File: src/shared/ptm_params.svh
// Constant definitions for the paired timer block.
`ifndef PTM_PARAMS_SVH
`define PTM_PARAMS_SVH
// ----------------------------------------
// Register byte offsets
// ----------------------------------------
`define PTM_OFS_LOW_CTRL 12'h000
`define PTM_OFS_HIGH_CTRL 12'h004
`define PTM_OFS_PERIOD_LOW 12'h008
`define PTM_OFS_PERIOD_HIGH 12'h00C
`define PTM_OFS_COUNT_LOW 12'h010
`define PTM_OFS_COUNT_HIGH 12'h014
`define PTM_OFS_STATUS 12'h018
`define PTM_OFS_SYSCTL 12'h01C
// ----------------------------------------
// Control register fields
// ----------------------------------------
`define PTM_BIT_RUN 15
`define PTM_BIT_IDLE_STOP 13
`define PTM_BIT_GATED 6
`define PTM_BIT_PS_HI 5
`define PTM_BIT_PS_LO 4
`define PTM_BIT_JOIN 3
`define PTM_BIT_CLKSRC 1
`define PTM_CTRL_MASK 16'hA07A
`define PTM_CTRL_RESET 16'h0000
`define PTM_PERIOD_RESET 16'hFFFF
// ----------------------------------------
// Status and system control fields
// ----------------------------------------
`define PTM_BIT_FLAG_LOW 0
`define PTM_BIT_FLAG_HIGH 1
`define PTM_BIT_IDLE 0
`define PTM_BIT_IE 1
`define PTM_PRIO_LO 4
`define PTM_PRIO_HI 6
`endif

File: src/shared/ptm_pkg.sv
// Types shared by the paired timer block.
package ptm_pkg;
  typedef struct packed {
    logic run;
    logic idle_stop;
    logic gated_accumulate;
    logic [1:0] prescale_select;
    logic pair_join;
    logic clock_source_select;
  } ptm_ctrl_t;

  typedef enum logic [1:0] {
    PTM_DIV1 = 2'b00,
    PTM_DIV8 = 2'b01,
    PTM_DIV64 = 2'b10,
    PTM_DIV256 = 2'b11
  } ptm_div_t;

  typedef enum logic [1:0] {
    PTM_BUS_IDLE = 2'b00,
    PTM_BUS_DATA = 2'b01
  } ptm_bus_t;

  typedef struct packed {
    logic write;
    logic [11:0] addr;
  } ptm_req_t;
endpackage

File: src/hw/ptm_prescaler.sv
// Tick prescaler with clock source select and gate qualification.
`timescale 1ns/100ps
module ptm_prescaler #(
  parameter int PS_W = 8
) (
  input wire logic ref_clk,
  input wire logic rstn,
  input wire logic active,
  input wire ptm_pkg::ptm_ctrl_t ctrl,
  input wire logic ext_clock_pin,
  input wire logic gate_pin,
  output logic tick,
  output logic gate_fall
);
  logic ext_reg;
  logic gate_reg;
  logic [PS_W-1:0] ps_reg;
  logic [PS_W-1:0] ps_next;
  logic [PS_W-1:0] ps_top;
  logic src_edge;
  logic gating;
  logic qual;

  // Only the internal clock can be gated; with the pin selected the gate bit is ignored.
  assign gating = ctrl.gated_accumulate & ~ctrl.clock_source_select;
  // External source counts rising edges of the pin, internal counts every cycle.
  assign src_edge = ctrl.clock_source_select ? (ext_clock_pin & ~ext_reg) : 1'b1;
  assign qual = active & src_edge & (~gating | gate_pin);
  assign ps_top = (ctrl.prescale_select == ptm_pkg::PTM_DIV1) ? PS_W'(0) :
                  (ctrl.prescale_select == ptm_pkg::PTM_DIV8) ? PS_W'(7) :
                  (ctrl.prescale_select == ptm_pkg::PTM_DIV64) ? PS_W'(63) :
                  PS_W'(255);
  assign ps_next = !active ? '0 : !qual ? ps_reg : (ps_reg >= ps_top) ? '0 : ps_reg + 1'b1;
  assign tick = qual & (ps_reg >= ps_top);
  assign gate_fall = active & gating & gate_reg & ~gate_pin;

  always_ff @(posedge ref_clk) begin
    if (!rstn) begin
      ext_reg <= 1'b0;
      gate_reg <= 1'b0;
      ps_reg <= '0;
    end else begin
      ext_reg <= ext_clock_pin;
      gate_reg <= gate_pin;
      ps_reg <= ps_next;
    end
  end
endmodule

File: src/hw/ptm_counter.sv
// One 16-bit counter half with period match.
`timescale 1ns/100ps
module ptm_counter #(
  parameter int W = 16
) (
  input wire logic ref_clk,
  input wire logic rstn,
  input wire logic inc,
  input wire logic clear,
  input wire logic load,
  input wire logic [W-1:0] load_val,
  input wire logic [W-1:0] period,
  output logic [W-1:0] count,
  output logic at_period
);
  logic [W-1:0] count_reg;
  logic [W-1:0] count_next;

  assign at_period = (count_reg == period);
  // The count goes to zero only when clear is set, not on a match by itself; load wins over clear.
  assign count_next = load ? load_val : clear ? '0 : inc ? count_reg + 1'b1 : count_reg;
  assign count = count_reg;

  always_ff @(posedge ref_clk) begin
    if (!rstn) begin
      count_reg <= '0;
    end else begin
      count_reg <= count_next;
    end
  end
endmodule

File: src/hw/ptm_timer_pair.sv
// Paired 16/32-bit timer with AHB-Lite register access.
// Functional notes
// - Pair runs as one 32-bit timer or two separate 16-bit timers.
// - Split halves are synchronous 16-bit; joined gives 32-bit timer or counter.
// - Joined, low timer holds low count word, high timer the upper word.
// - Joined, high control register is ignored; low control drives everything.
// - Joined, low clock and gate are used; match raises high timer flag.
// - Joined, flag rises when full 32-bit count equals 32-bit period.
// - Period high register is upper word, period low the lower word.
// - Joined, count registers read as high and low words of the 32-bit count.
// - Join bit 3 of low control selects 32-bit operation when set.
// - Run bit 15 starts the timer on one and stops it on zero.
// - Joined timer runs in Idle only when idle-stop is cleared.
// - Clock source bit selects external pin on one, internal clock on zero.
// - Only the first pair gives capture/compare time base and DMA requests.
// - First pair triggers the first ADC, second pair the second ADC.
`timescale 1ns/100ps
`include "ptm_params.svh"
module ptm_timer_pair #(
  parameter int PAIR_INDEX = 0,
  parameter int W = 16
) (
  input wire logic ref_clk,
  input wire logic rstn,
  input wire logic hsel,
  input wire logic [11:0] haddr,
  input wire logic [1:0] htrans,
  input wire logic hwrite,
  input wire logic [2:0] hsize,
  input wire logic [31:0] hwdata,
  input wire logic hready,
  output logic [31:0] hrdata,
  output logic hreadyout,
  output logic hresp,
  input wire logic idle_mode,
  input wire logic ext_clock_pin_low,
  input wire logic ext_clock_pin_high,
  input wire logic gate_pin_low,
  input wire logic gate_pin_high,
  output logic irq_low,
  output logic irq_high,
  output logic [2:0] pair_irq_priority,
  output logic adc1_trigger,
  output logic adc2_trigger,
  output logic dma_request,
  output logic [W-1:0] capture_time_base_low,
  output logic [W-1:0] capture_time_base_high
);
  // ----------------------------------------
  // Register state
  // ----------------------------------------
  ptm_pkg::ptm_ctrl_t low_ctrl_reg;
  ptm_pkg::ptm_ctrl_t high_ctrl_reg;
  ptm_pkg::ptm_ctrl_t ctrl_eff_high;
  ptm_pkg::ptm_req_t req_reg;
  ptm_pkg::ptm_bus_t bus_reg;
  logic [W-1:0] period_low_reg;
  logic [W-1:0] period_high_reg;
  logic [1:0] flag_reg;
  logic [1:0] flag_next;
  logic irq_enable_reg;
  logic [2:0] prio_reg;
  logic [31:0] hrdata_reg;
  logic trig_reg;

  // ----------------------------------------
  // Bus decode
  // ----------------------------------------
  function automatic logic [31:0] ctrl_word(input ptm_pkg::ptm_ctrl_t c);
    logic [31:0] v;
    v = 32'h0000_0000;
    v[`PTM_BIT_RUN] = c.run;
    v[`PTM_BIT_IDLE_STOP] = c.idle_stop;
    v[`PTM_BIT_GATED] = c.gated_accumulate;
    v[`PTM_BIT_PS_HI:`PTM_BIT_PS_LO] = c.prescale_select;
    v[`PTM_BIT_JOIN] = c.pair_join;
    v[`PTM_BIT_CLKSRC] = c.clock_source_select;
    return v;
  endfunction

  function automatic ptm_pkg::ptm_ctrl_t word_ctrl(input logic [31:0] v, input logic join_ok);
    ptm_pkg::ptm_ctrl_t c;
    c.run = v[`PTM_BIT_RUN];
    c.idle_stop = v[`PTM_BIT_IDLE_STOP];
    c.gated_accumulate = v[`PTM_BIT_GATED];
    c.prescale_select = v[`PTM_BIT_PS_HI:`PTM_BIT_PS_LO];
    c.pair_join = v[`PTM_BIT_JOIN] & join_ok;
    c.clock_source_select = v[`PTM_BIT_CLKSRC];
    return c;
  endfunction

  logic addr_phase;
  logic wr_data;
  logic rd_sel;
  logic [31:0] rd_word;
  logic [11:0] rd_addr;
  assign addr_phase = hsel & hready & htrans[1];
  assign wr_data = (bus_reg == ptm_pkg::PTM_BUS_DATA) & req_reg.write;
  assign hreadyout = 1'b1;
  assign hresp = 1'b0;
  assign hrdata = hrdata_reg;

  // ----------------------------------------
  // Counting datapath
  // ----------------------------------------
  logic joined;
  logic active_low;
  logic active_high;
  logic tick_low;
  logic tick_high;
  logic fall_low;
  logic fall_high;
  logic [W-1:0] cnt_low;
  logic [W-1:0] cnt_high;
  logic match_low;
  logic match_high;
  logic match32;
  logic inc_low;
  logic inc_high;
  logic clr_low;
  logic clr_high;
  logic ld_low;
  logic ld_high;
  logic ev_low;
  logic ev_high;

  assign joined = low_ctrl_reg.pair_join;
  // Joined, the high half takes no notice of its own control word.
  assign ctrl_eff_high = joined ? low_ctrl_reg : high_ctrl_reg;
  assign active_low = low_ctrl_reg.run & ~(idle_mode & low_ctrl_reg.idle_stop);
  assign active_high = high_ctrl_reg.run & ~(idle_mode & high_ctrl_reg.idle_stop);

  ptm_prescaler #(.PS_W(8)) u_ps_low (
    .ref_clk(ref_clk),
    .rstn(rstn),
    .active(active_low),
    .ctrl(low_ctrl_reg),
    .ext_clock_pin(ext_clock_pin_low),
    .gate_pin(gate_pin_low),
    .tick(tick_low),
    .gate_fall(fall_low)
  );

  ptm_prescaler #(.PS_W(8)) u_ps_high (
    .ref_clk(ref_clk),
    .rstn(rstn),
    .active(active_high & ~joined),
    .ctrl(ctrl_eff_high),
    .ext_clock_pin(ext_clock_pin_high),
    .gate_pin(gate_pin_high),
    .tick(tick_high),
    .gate_fall(fall_high)
  );

  assign match32 = match_low & match_high;
  // Joined: low word counts every tick and carries into the high word.
  assign inc_low = tick_low;
  assign inc_high = joined ? (tick_low & (cnt_low == {W{1'b1}}) & ~match32) : tick_high;
  assign clr_low = joined ? (tick_low & match32) : (tick_low & match_low);
  assign clr_high = joined ? (tick_low & match32) : (tick_high & match_high);
  assign ld_low = wr_data & (req_reg.addr == `PTM_OFS_COUNT_LOW);
  assign ld_high = wr_data & (req_reg.addr == `PTM_OFS_COUNT_HIGH);
  assign ev_low = ~joined & (clr_low | fall_low);
  // Joined match events go to the high flag only.
  assign ev_high = joined ? (clr_high | fall_low) : (clr_high | fall_high);

  ptm_counter #(.W(W)) u_cnt_low (
    .ref_clk(ref_clk),
    .rstn(rstn),
    .inc(inc_low),
    .clear(clr_low),
    .load(ld_low),
    .load_val(hwdata[W-1:0]),
    .period(period_low_reg),
    .count(cnt_low),
    .at_period(match_low)
  );

  ptm_counter #(.W(W)) u_cnt_high (
    .ref_clk(ref_clk),
    .rstn(rstn),
    .inc(inc_high),
    .clear(clr_high),
    .load(ld_high),
    .load_val(hwdata[W-1:0]),
    .period(period_high_reg),
    .count(cnt_high),
    .at_period(match_high)
  );

  // ----------------------------------------
  // Register read mux
  // ----------------------------------------
  // A read whose address phase overlaps a write to the same register returns the old value.
  assign rd_addr = {haddr[11:2], 2'b00};
  assign rd_word = (rd_addr == `PTM_OFS_LOW_CTRL) ? ctrl_word(low_ctrl_reg) :
                   (rd_addr == `PTM_OFS_HIGH_CTRL) ? ctrl_word(high_ctrl_reg) :
                   (rd_addr == `PTM_OFS_PERIOD_LOW) ? {16'h0000, period_low_reg} :
                   (rd_addr == `PTM_OFS_PERIOD_HIGH) ? {16'h0000, period_high_reg} :
                   (rd_addr == `PTM_OFS_COUNT_LOW) ? {16'h0000, cnt_low} :
                   (rd_addr == `PTM_OFS_COUNT_HIGH) ? {16'h0000, cnt_high} :
                   (rd_addr == `PTM_OFS_STATUS) ? {30'h0000_0000, flag_reg} :
                   (rd_addr == `PTM_OFS_SYSCTL) ?
                     {25'h000_0000, prio_reg, 2'b00, irq_enable_reg, 1'b0} :
                   32'h0000_0000;
  assign rd_sel = addr_phase & ~hwrite;

  // Hardware set wins over a software clear in the same cycle.
  assign flag_next = ((wr_data && req_reg.addr == `PTM_OFS_STATUS) ?
                      (flag_reg & ~hwdata[1:0]) : flag_reg) | {ev_high, ev_low};

  // ----------------------------------------
  // Registers
  // ----------------------------------------
  always_ff @(posedge ref_clk) begin
    if (!rstn) begin
      low_ctrl_reg <= '0;
      high_ctrl_reg <= '0;
      period_low_reg <= `PTM_PERIOD_RESET;
      period_high_reg <= `PTM_PERIOD_RESET;
      flag_reg <= 2'b00;
      irq_enable_reg <= 1'b0;
      prio_reg <= 3'b000;
      bus_reg <= ptm_pkg::PTM_BUS_IDLE;
      req_reg <= '0;
      hrdata_reg <= 32'h0000_0000;
      trig_reg <= 1'b0;
    end else begin
      bus_reg <= addr_phase ? ptm_pkg::PTM_BUS_DATA : ptm_pkg::PTM_BUS_IDLE;
      if (addr_phase) begin
        req_reg <= '{write: hwrite, addr: {haddr[11:2], 2'b00}};
      end
      // Captured at the address phase so that the word stands through the data phase.
      if (rd_sel) begin
        hrdata_reg <= rd_word;
      end
      flag_reg <= flag_next;
      trig_reg <= joined ? clr_high : clr_low;
      if (wr_data) begin
        unique case (req_reg.addr)
          `PTM_OFS_LOW_CTRL: low_ctrl_reg <= word_ctrl(hwdata, 1'b1);
          `PTM_OFS_HIGH_CTRL: high_ctrl_reg <= word_ctrl(hwdata, 1'b0);
          `PTM_OFS_PERIOD_LOW: period_low_reg <= hwdata[W-1:0];
          `PTM_OFS_PERIOD_HIGH: period_high_reg <= hwdata[W-1:0];
          `PTM_OFS_SYSCTL: begin
            irq_enable_reg <= hwdata[`PTM_BIT_IE];
            prio_reg <= hwdata[`PTM_PRIO_HI:`PTM_PRIO_LO];
          end
          default: begin
          end
        endcase
      end
    end
  end

  // ----------------------------------------
  // Outputs to interrupt controller, ADC, DMA and capture units
  // ----------------------------------------
  assign irq_low = irq_enable_reg & flag_reg[`PTM_BIT_FLAG_LOW];
  assign irq_high = irq_enable_reg & flag_reg[`PTM_BIT_FLAG_HIGH];
  assign pair_irq_priority = prio_reg;
  // The pulses come from flops so the consumers see a clean single cycle.
  assign adc1_trigger = (PAIR_INDEX == 0) & trig_reg;
  assign adc2_trigger = (PAIR_INDEX == 1) & trig_reg;
  assign dma_request = (PAIR_INDEX == 0) & trig_reg;
  assign capture_time_base_low = (PAIR_INDEX == 0) ? cnt_low : '0;
  assign capture_time_base_high = (PAIR_INDEX == 0) ? cnt_high : '0;
endmodule

File: config.mk
export PLATFORM = sky130hd
export DESIGN_NAME = ptm_timer_pair
export DESIGN_NICKNAME = d
export VERILOG_FILES = /design/src/shared/ptm_pkg.sv /design/src/hw/ptm_prescaler.sv /design/src/hw/ptm_counter.sv /design/src/hw/ptm_timer_pair.sv
export VERILOG_INCLUDE_DIRS = /design/src /design/src/shared
export SDC_FILE = /design/constraint.sdc
export NUM_CORES = 1
export LEC_CHECK = 0
export ABC_CLOCK_PERIOD_IN_PS = 6050
export BUFFER_PORTS_ARGS = -buffer_cell sky130_fd_sc_hd__buf_4
export CAP_MARGIN = 15
export CORE_AREA = 2 2 161 163
export DETAILED_ROUTE_END_ITERATION = 7
export DIE_AREA = 0 0 163 165
export MAX_ROUTING_LAYER = met4
export PLACE_DENSITY_LB_ADDON = 0.25
export SLEW_MARGIN = 20
export SYNTH_ARGS = -nofsm -noshare
export SYNTH_HDL_FRONTEND = slang
export SYNTH_SLANG_ARGS = --single-unit
File: constraint.sdc
create_clock -name ref_clk -period 6.05 [get_ports ref_clk]
set_input_delay 0.605 -clock ref_clk [delete_from_list [all_inputs] [get_ports ref_clk]]
set_output_delay 0.605 -clock ref_clk [all_outputs]
set_load 0.01 [all_outputs]
==> out/results.tsv, run 1 <==
stage	metric	value	unit
worst_setup_path	Max FO, Critical Path	18	
global_routing	largest net degree at the start of global routing	62	
timing	fmax	0.287	GHz
clocking	hold buffers post-CTS	0	
place	placed cell count	1300	
drt	drc violations	0	
power	pwr/cell area	240	nW/µm²
global_routing	first-pass GRT wire length	38.9	mm
clocking	Clock Path Buffers	2	
synthesis	Post-synth ARST share	0	%
worst_setup_path	WP data arrival	3.85	ns
worst_setup_path	max incr delay on CP	0.61	ns
layout	antenna cells	0	
worst_hold_path	Hold EP	u_ps_high.ext_reg	
drt	DR vias/cell	5.28	
clocking	H-tree Lvls	4	
clocking	CTS root buf	clkbuf_16	
die	Initial Utilization	29.8	%
worst_hold_path	Hold Crit Class	primary input to flop	
die	Die Ht	165	µm
timing	Clock Skews	0.0168	ns
place	hpwl dp	18.3	mm
place	DP Worst Slack	2.53	ns
worst_setup_path	Crit Path Category	flop to flop	
drt	1st-iter DRT viols	570	
power	peak supply drop	0.000142	V
clocking	Post-CTS Setup Inserts	0	
worst_setup_path	Worst setup SP type	flop	
timing	TNS Setup	0	ns
worst_setup_path	register-to-register setup slack	2.56	ns
place	IO buf count	91	
die	IO Pins	133	
run	max_cap viols	0	
clocking	PostCTS Resize Cnt	0	
synthesis	Mapped Cells	934	
layout	Final Core Density	35.5	%
drt	Routed WL per cell	19.0	µm
drt	ANT nets after route	0	
timing	final hold vios	0	
global_routing	GRT Util Overall	19.5	%
synthesis	Post-synth EDFFs	0	
worst_setup_path	worst r2r dst	u_cnt_high.count[11]	
clocking	CTS clk-pin slew, worst paths	0.07	ns
timing	post-route setup slack	2.56	ns
synthesis	Yosys warnings	0	
die	core box area	25000	µm²
worst_hold_path	hold path cells	2	
worst_setup_path	Slowest-stage cell, CP	nor2_4	
layout	synthesis-to-finish area growth	19.3	%
die	die area	26900	µm²
clocking	clk sink count	132	
timing	Final min period	3.49	ns
clocking	TritonCTS clock tree	built	
synthesis	Syn Area/Cell	7.98	µm²
worst_setup_path	worst r2r src	low_ctrl_reg[3]	
drt	Pre-Repair DR Iteration Count	5	
global_routing	grt ovf	0	
power	leak pwr	3.39	nW
timing	Setup violations, final	0	
worst_setup_path	worst reg2reg path depth	10	
clocking	Num CTS Buffers	17	
global_routing	vias in the first global route	6534	
synthesis	Post-Syn Area	7450	µm²
timing	Worst slew margin	30.4	%
worst_setup_path	crit-path cells	mux2i_1 -> or2_2 -> ha_1 -> a211o_1 -> a21oi_1 -> o211ai_1 -> o2111a_1 -> nor2_4 -> nand4_1 -> a31oi_1	
synthesis	Synth cell types	73	
layout	final-stage net count	1064	
drt	vias	7039	
worst_setup_path	CP required	6.41	ns
synthesis	Top FF cell, synth	dfxtp_1	
worst_hold_path	Worst Hold Launch	ext_clock_pin_high	
timing	Final Cycle Share	57.7	%
synthesis	synthesized flop and latch total	132	
clocking	worst skew pair latency	0.43	ns
outcome	status	finished clean	
layout	layout cell share with drive strength beyond 1	16.4	%
global_routing	initial antenna violation count	0	
timing	Hold WS	0.404	ns
worst_setup_path	critical path capture point type	flop	
layout	Filler Cells Inserted	2662	
timing	RSZ-0062 raised after global routing	no	
timing	Pins Over Slew Limit	0	
drt	Post-Route WL	25.3	mm
place	GP Congestion	0.892	
layout	Final Non-Filler Cells	1332	
timing	Slew @ Worst Pin	1.04	ns
die	DIE WIDTH	163	µm
die	row count	58	
synthesis	Seq/Total Area, Yosys	35.5	%
==> critical path, delay by kind of cell, from the launching register on <==
family	cells	cell delay, ns
AOI/OAI and AO/OA	5	1.17
adders and majority gates	1	0.29
DFF	1	0.56
muxes	1	0.25
and+or+nand+nor	3	1.13
==> layout make-up <==
class                   count  area, µm²  area share [%]
clock buffers              18        439            4.94
clock inverters            14        163            1.83
inverters                   9       33.8           0.380
multi-input cells         733       4480            50.4
flip-flops and latches    132       2640            29.7
well taps                 330        413            4.64
repair buffers             96        721            8.10
==> power by group <==
| part | switching, W | internal (W) | total, W |
|---|---|---|---|
| combinational | 0.0000845 | 0.0000643 | 0.000149 |
| sequential | 0.0000296 | 0.000884 | 0.000913 |
| clock | 0.000440 | 0.000630 | 0.00107 |
| total | 0.000554 | 0.00158 | 0.00213 |
==> Yosys cell counts, drive strengths merged, types with 3 or more instances <==
library cell,number,area (µm²)
a21boi,3,22.5
a21o,3,22.5
a21oi,65,329
a221oi,6,52.6
a222oi,4,40.0
a22oi,21,158
a31oi,18,119
and2,12,75.1
and3,14,87.6
buf,33,231
clkbuf,44,165
dfxtp,132,2640
ha,16,200
inv,9,33.8
mux2,10,113
mux2i,27,270
nand2,152,571
nand2b,5,38.8
nand3,61,310
nand3b,9,67.6
nand4,20,125
nor2,59,236
nor2b,12,75.1
nor3,28,140
nor3b,6,50.1
nor4,9,68.8
o211a,8,80.1
o211ai,3,27.5
o21a,4,31.3
o21ai,38,190
o22ai,4,25.0
o311ai,3,26.3
or2,6,37.5
or3,14,87.6
or4,6,45.0
xnor2,37,324
xor2,6,52.6
==> layout by cell type (no fill, tap or decap), drive strengths merged, types with 14 or more instances in the layout <==
cell type / count
a21oi: 65
a22oi: 21
a31oi: 18
and3: 14
buf: 96
clkbuf: 18
conb: 19
dfxtp: 132
ha: 16
inv: 17
mux2i: 27
nand2: 152
nand3: 61
nand4: 20
nor2: 59
nor3: 28
o21ai: 38
or3: 14
xnor2: 37
==> logic make-up after synthesis <==
group,count (synthesis),synth area share (%)
simple gates,423,28.3
compound gates,193,16.9
flops,132,35.5
buf+inv,86,5.77
xor+xnor,43,5.05
mux,39,5.74
fa+ha+maj,16,2.69
other cells,2,0.101
==> per-stage QoR <==
step / instance area, µm² / power (W)
after global routing: 8890 / 0.00221
after global placement: 8280 / 0.00108
after floorplan: 7520 / 0.00101
after CTS: 8880 / 0.00215
after detailed placement: 8280 / 0.00108
final: 8890 / 0.00213
==> layer usage <==
layer / part of all wire [%] / vias to the layer above / track usage, %
met5: 0 / - / -
met4: 2.0 / 0 / 5.51
met3: 5.5 / 25 / 4.19
met2: 46 / 220 / 30.1
met1: 47 / 3358 / 25.8
li1: - / 3436 / -
==> worst max path at each step <==
stage / endpoint / start / cells after the start / slack (ns)
after floorplan: u_cnt_high.count[0] / low_ctrl_reg[3] / 9 / 3.39
after global placement: u_cnt_high.count[11] / low_ctrl_reg[3] / 10 / 2.56
after detailed placement: u_cnt_high.count[11] / low_ctrl_reg[3] / 10 / 2.53
after CTS: u_cnt_high.count[11] / low_ctrl_reg[3] / 10 / 2.53
after global routing: u_cnt_high.count[2] / low_ctrl_reg[3] / 10 / 2.26
final: u_cnt_high.count[11] / low_ctrl_reg[3] / 10 / 2.56
Power figures use the tool's default switching activity.
==> inputs of run 2 (changes only) <==
--- a/config.mk
+++ b/config.mk
@@ -6,7 +6,7 @@
 export SDC_FILE = /design/constraint.sdc
 export NUM_CORES = 1
 export LEC_CHECK = 0
-export ABC_CLOCK_PERIOD_IN_PS = 6050
+export ABC_CLOCK_PERIOD_IN_PS = 3100
 export BUFFER_PORTS_ARGS = -buffer_cell sky130_fd_sc_hd__buf_4
 export CAP_MARGIN = 15
 export CORE_AREA = 2 2 161 163
==> constraint.sdc (replaced) <==
create_clock -name ref_clk -period 3.1 [get_ports ref_clk]
set_input_delay 0.31 -clock ref_clk [delete_from_list [all_inputs] [get_ports ref_clk]]
set_output_delay 0.31 -clock ref_clk [all_outputs]
set_load 0.01 [all_outputs]
==> run 2 against run 1 <==
Routed wire length rose by 1.4%. Global-route usage grew 0.33 points. Utilization rose by 1.4 points. Setup slack worse by 2.4 ns. Sequential share of layout area shrank 1.1 points. Critical endpoint is now u_cnt_high.count[0].
==> out/results.tsv, run 2 (synthesis results as in run 1) <==
stage	metric	value	unit	change
power	clock power share	49.4	%	-0.8 points
timing	Clock Skews	0.0143	ns	-0.00246 ns
timing	Final Cycle Share	94.3	%	+37 points
clocking	PostCTS Resize Cnt	0		unchanged
global_routing	first-pass GRT wire length	39.7	mm	+2.1%
clocking	TritonCTS clock tree	built		
power	switching share of power	24.6	%	-1.3 points
clocking	CTS root buf	clkbuf_16		
place	GP Congestion	0.867		-2.8%
worst_setup_path	worst r2r src	low_ctrl_reg[3]		
worst_setup_path	Worst setup endpoint	u_cnt_high.count[0]		
clocking	clk sink count	132		unchanged
outcome	status	finished clean		
drt	Max Used Layer	met4		
layout	antenna cells	0		unchanged
timing	fmax	0.342	GHz	+19%
global_routing	GRT Util Overall	19.9	%	+0.33 points
timing	Setup violations, final	0		unchanged
layout	commonest cells after routing, fill and taps aside	nand2_1 (152), buf_4 (139), dfxtp_1 (132), a21oi_1 (64), nand3_1 (60)		
global_routing	initial antenna violation count	0		unchanged
clocking	hold buffers post-CTS	0		unchanged
worst_setup_path	CP required	3.45	ns	-2.96 ns
timing	Final min period	2.92	ns	-0.565 ns
worst_setup_path	Crit Path Category	flop to flop		
die	Initial Utilization	29.8	%	unchanged
layout	layout cell share with drive strength beyond 1	19.8	%	+3.4 points
power	Int Pwr	0.00312	W	+98%
timing	Worst slew margin	53.7	%	+23 points
drt	Post-Route WL	25.7	mm	+1.4%
drt	DR WL met3	1.50	mm	+8.3%
power	Gate power share	8.0	%	+1.0 points
clocking	H-tree Lvls	4		unchanged
die	Die Ht	165	µm	unchanged
layout	synthesis-to-finish area growth	24.0	%	
global_routing	vias in the first global route	6800		+4.1%
drt	DR vias/cell	5.28		-0.15%
drt	1st-iter DRT viols	556		-2.5%
drt	Routed WL per cell	18.6	µm	-1.9%
place	IO buf count	91		unchanged
clocking	Post-CTS Setup Inserts	0		unchanged
layout	Filler Cells Inserted	2573		-3.3%
worst_setup_path	worst reg2reg path depth	9		-1
drt	ANT nets after route	0		unchanged
die	DIE WIDTH	163	µm	unchanged
place	hpwl dp	19.0	mm	+3.9%
clocking	CTS clk-pin slew, worst paths	0.06	ns	about the same
layout	final-stage net count	1109		+4.2%
die	die area	26900	µm²	unchanged
timing	final hold vios	0		unchanged
drt	Pre-Repair DR Iteration Count	5		unchanged
die	core box area	25000	µm²	unchanged
drt	met1 WL	11.8	mm	-1.1%
timing	TNS Setup	0	ns	unchanged
clocking	worst skew pair latency	0.42	ns	about the same
timing	Pins Over Slew Limit	0		unchanged
timing	Slew @ Worst Pin	0.695	ns	-0.346 ns
run	max_cap viols	0		unchanged
power	peak supply drop	0.000303	V	+110%
worst_setup_path	Setup crit start	low_ctrl_reg[3]		
timing	RSZ-0062 raised after global routing	no		
power	sequential power share	42.5	%	-0.3 points
worst_setup_path	critical path capture point type	flop		
clocking	Num CTS Buffers	17		unchanged
drt	vias	7266		+3.2%
die	IO Pins	133		unchanged
die	row count	58		unchanged
clocking	Clock Path Buffers	2		unchanged
worst_setup_path	Max FO, Critical Path	6		-12
drt	drc violations	0		unchanged
worst_setup_path	Worst setup SP type	flop		
timing	Hold WS	0.116	ns	-0.288 ns
power	pwr/cell area	448	nW/µm²	+87%
worst_setup_path	WP data arrival	3.28	ns	-0.57 ns
global_routing	largest net degree at the start of global routing	60		-3.2%
worst_setup_path	worst r2r dst	u_cnt_high.count[0]		
global_routing	grt ovf	0		unchanged
power	Pwr Total	0.00414	W	+94%
worst_hold_path	Hold Crit Class	primary input to flop		
power	leak pwr	3.63	nW	+7.0%
power	sw power	0.00102	W	+84%
layout	commonest non-fill, non-tap cell in the layout	nand2_1		
drt	metal2 WL	11.7	mm	+1.4%
worst_setup_path	register-to-register setup slack	0.18	ns	-2.39 ns
==> run 2: routing by layer <==
metal / vias up / GRT usage (%)
li1: 3529 / -
met3: 45 / 3.77
met4: 0 / 7.28
met1: 3447 / 26.0
met2: 245 / 30.5
met5: - / -
==> run 2: cell type report <==
class | count | area, µm² | share of cell area, %
clock buffers | 22 | 474 | 5.13
clock inverters | 10 | 123 | 1.33
inverters | 9 | 33.8 | 0.366
multi-input cells | 733 | 4470 | 48.4
flip-flops and latches | 132 | 2640 | 28.6
well taps | 330 | 413 | 4.47
repair buffers | 141 | 1080 | 11.7
==> run 2: power by group through the flow <==
stage | Sequential [W] | Combinational (W) | Clock (W)
2_1_floorplan | 0.00180 | 0.000179 | 0
3_3_place_gp | 0.00180 | 0.000331 | 0
3_5_place_dp | 0.00180 | 0.000331 | 0
4_1_cts | 0.00176 | 0.000332 | 0.00207
5_1_grt | 0.00176 | 0.000361 | 0.00215
6_report | 0.00176 | 0.000333 | 0.00205
==> run 2: per-stage QoR <==
| step | utilization, % | instances | setup slack (ns) | instance area, µm² |
|---|---|---|---|---|
| final | 36.9 | 1377 | 0.175 | 9240 |
| after global routing | 36.9 | 1377 | 0.0600 | 9240 |
| after CTS | 36.9 | 1377 | 0.174 | 9240 |
| after detailed placement | 34.5 | 1345 | 0.175 | 8640 |
| after global placement | 34.5 | 1345 | 0.242 | 8640 |
| after floorplan | - | 951 | 0.444 | 7520 |
==> run 2: worst min-delay path by stage <==
stage	to	startpoint	slack [ns]	cells after the start
floorplan	u_ps_high.ext_reg	ext_clock_pin_high	0.43	1
detailed placement	req_reg[12]	req_reg[12]	0.44	2
global route	u_ps_low.gate_reg	gate_pin_low	0.12	2
global placement	req_reg[12]	req_reg[12]	0.44	2
CTS	u_ps_high.ext_reg	ext_clock_pin_high	0.11	2
finish	u_ps_high.ext_reg	ext_clock_pin_high	0.12	2
==> run 2: worst max-delay path, stage by stage, from the launching register on <==
cell	delay (ns)
dfxtp_1	0.46
mux2i_1	0.14
or2_2	0.33
ha_1	0.29
a211o_1	0.30
a21oi_1	0.12
o211ai_1	0.15
o2111a_1	0.34
or4_1	0.56
a31oi_1	0.16
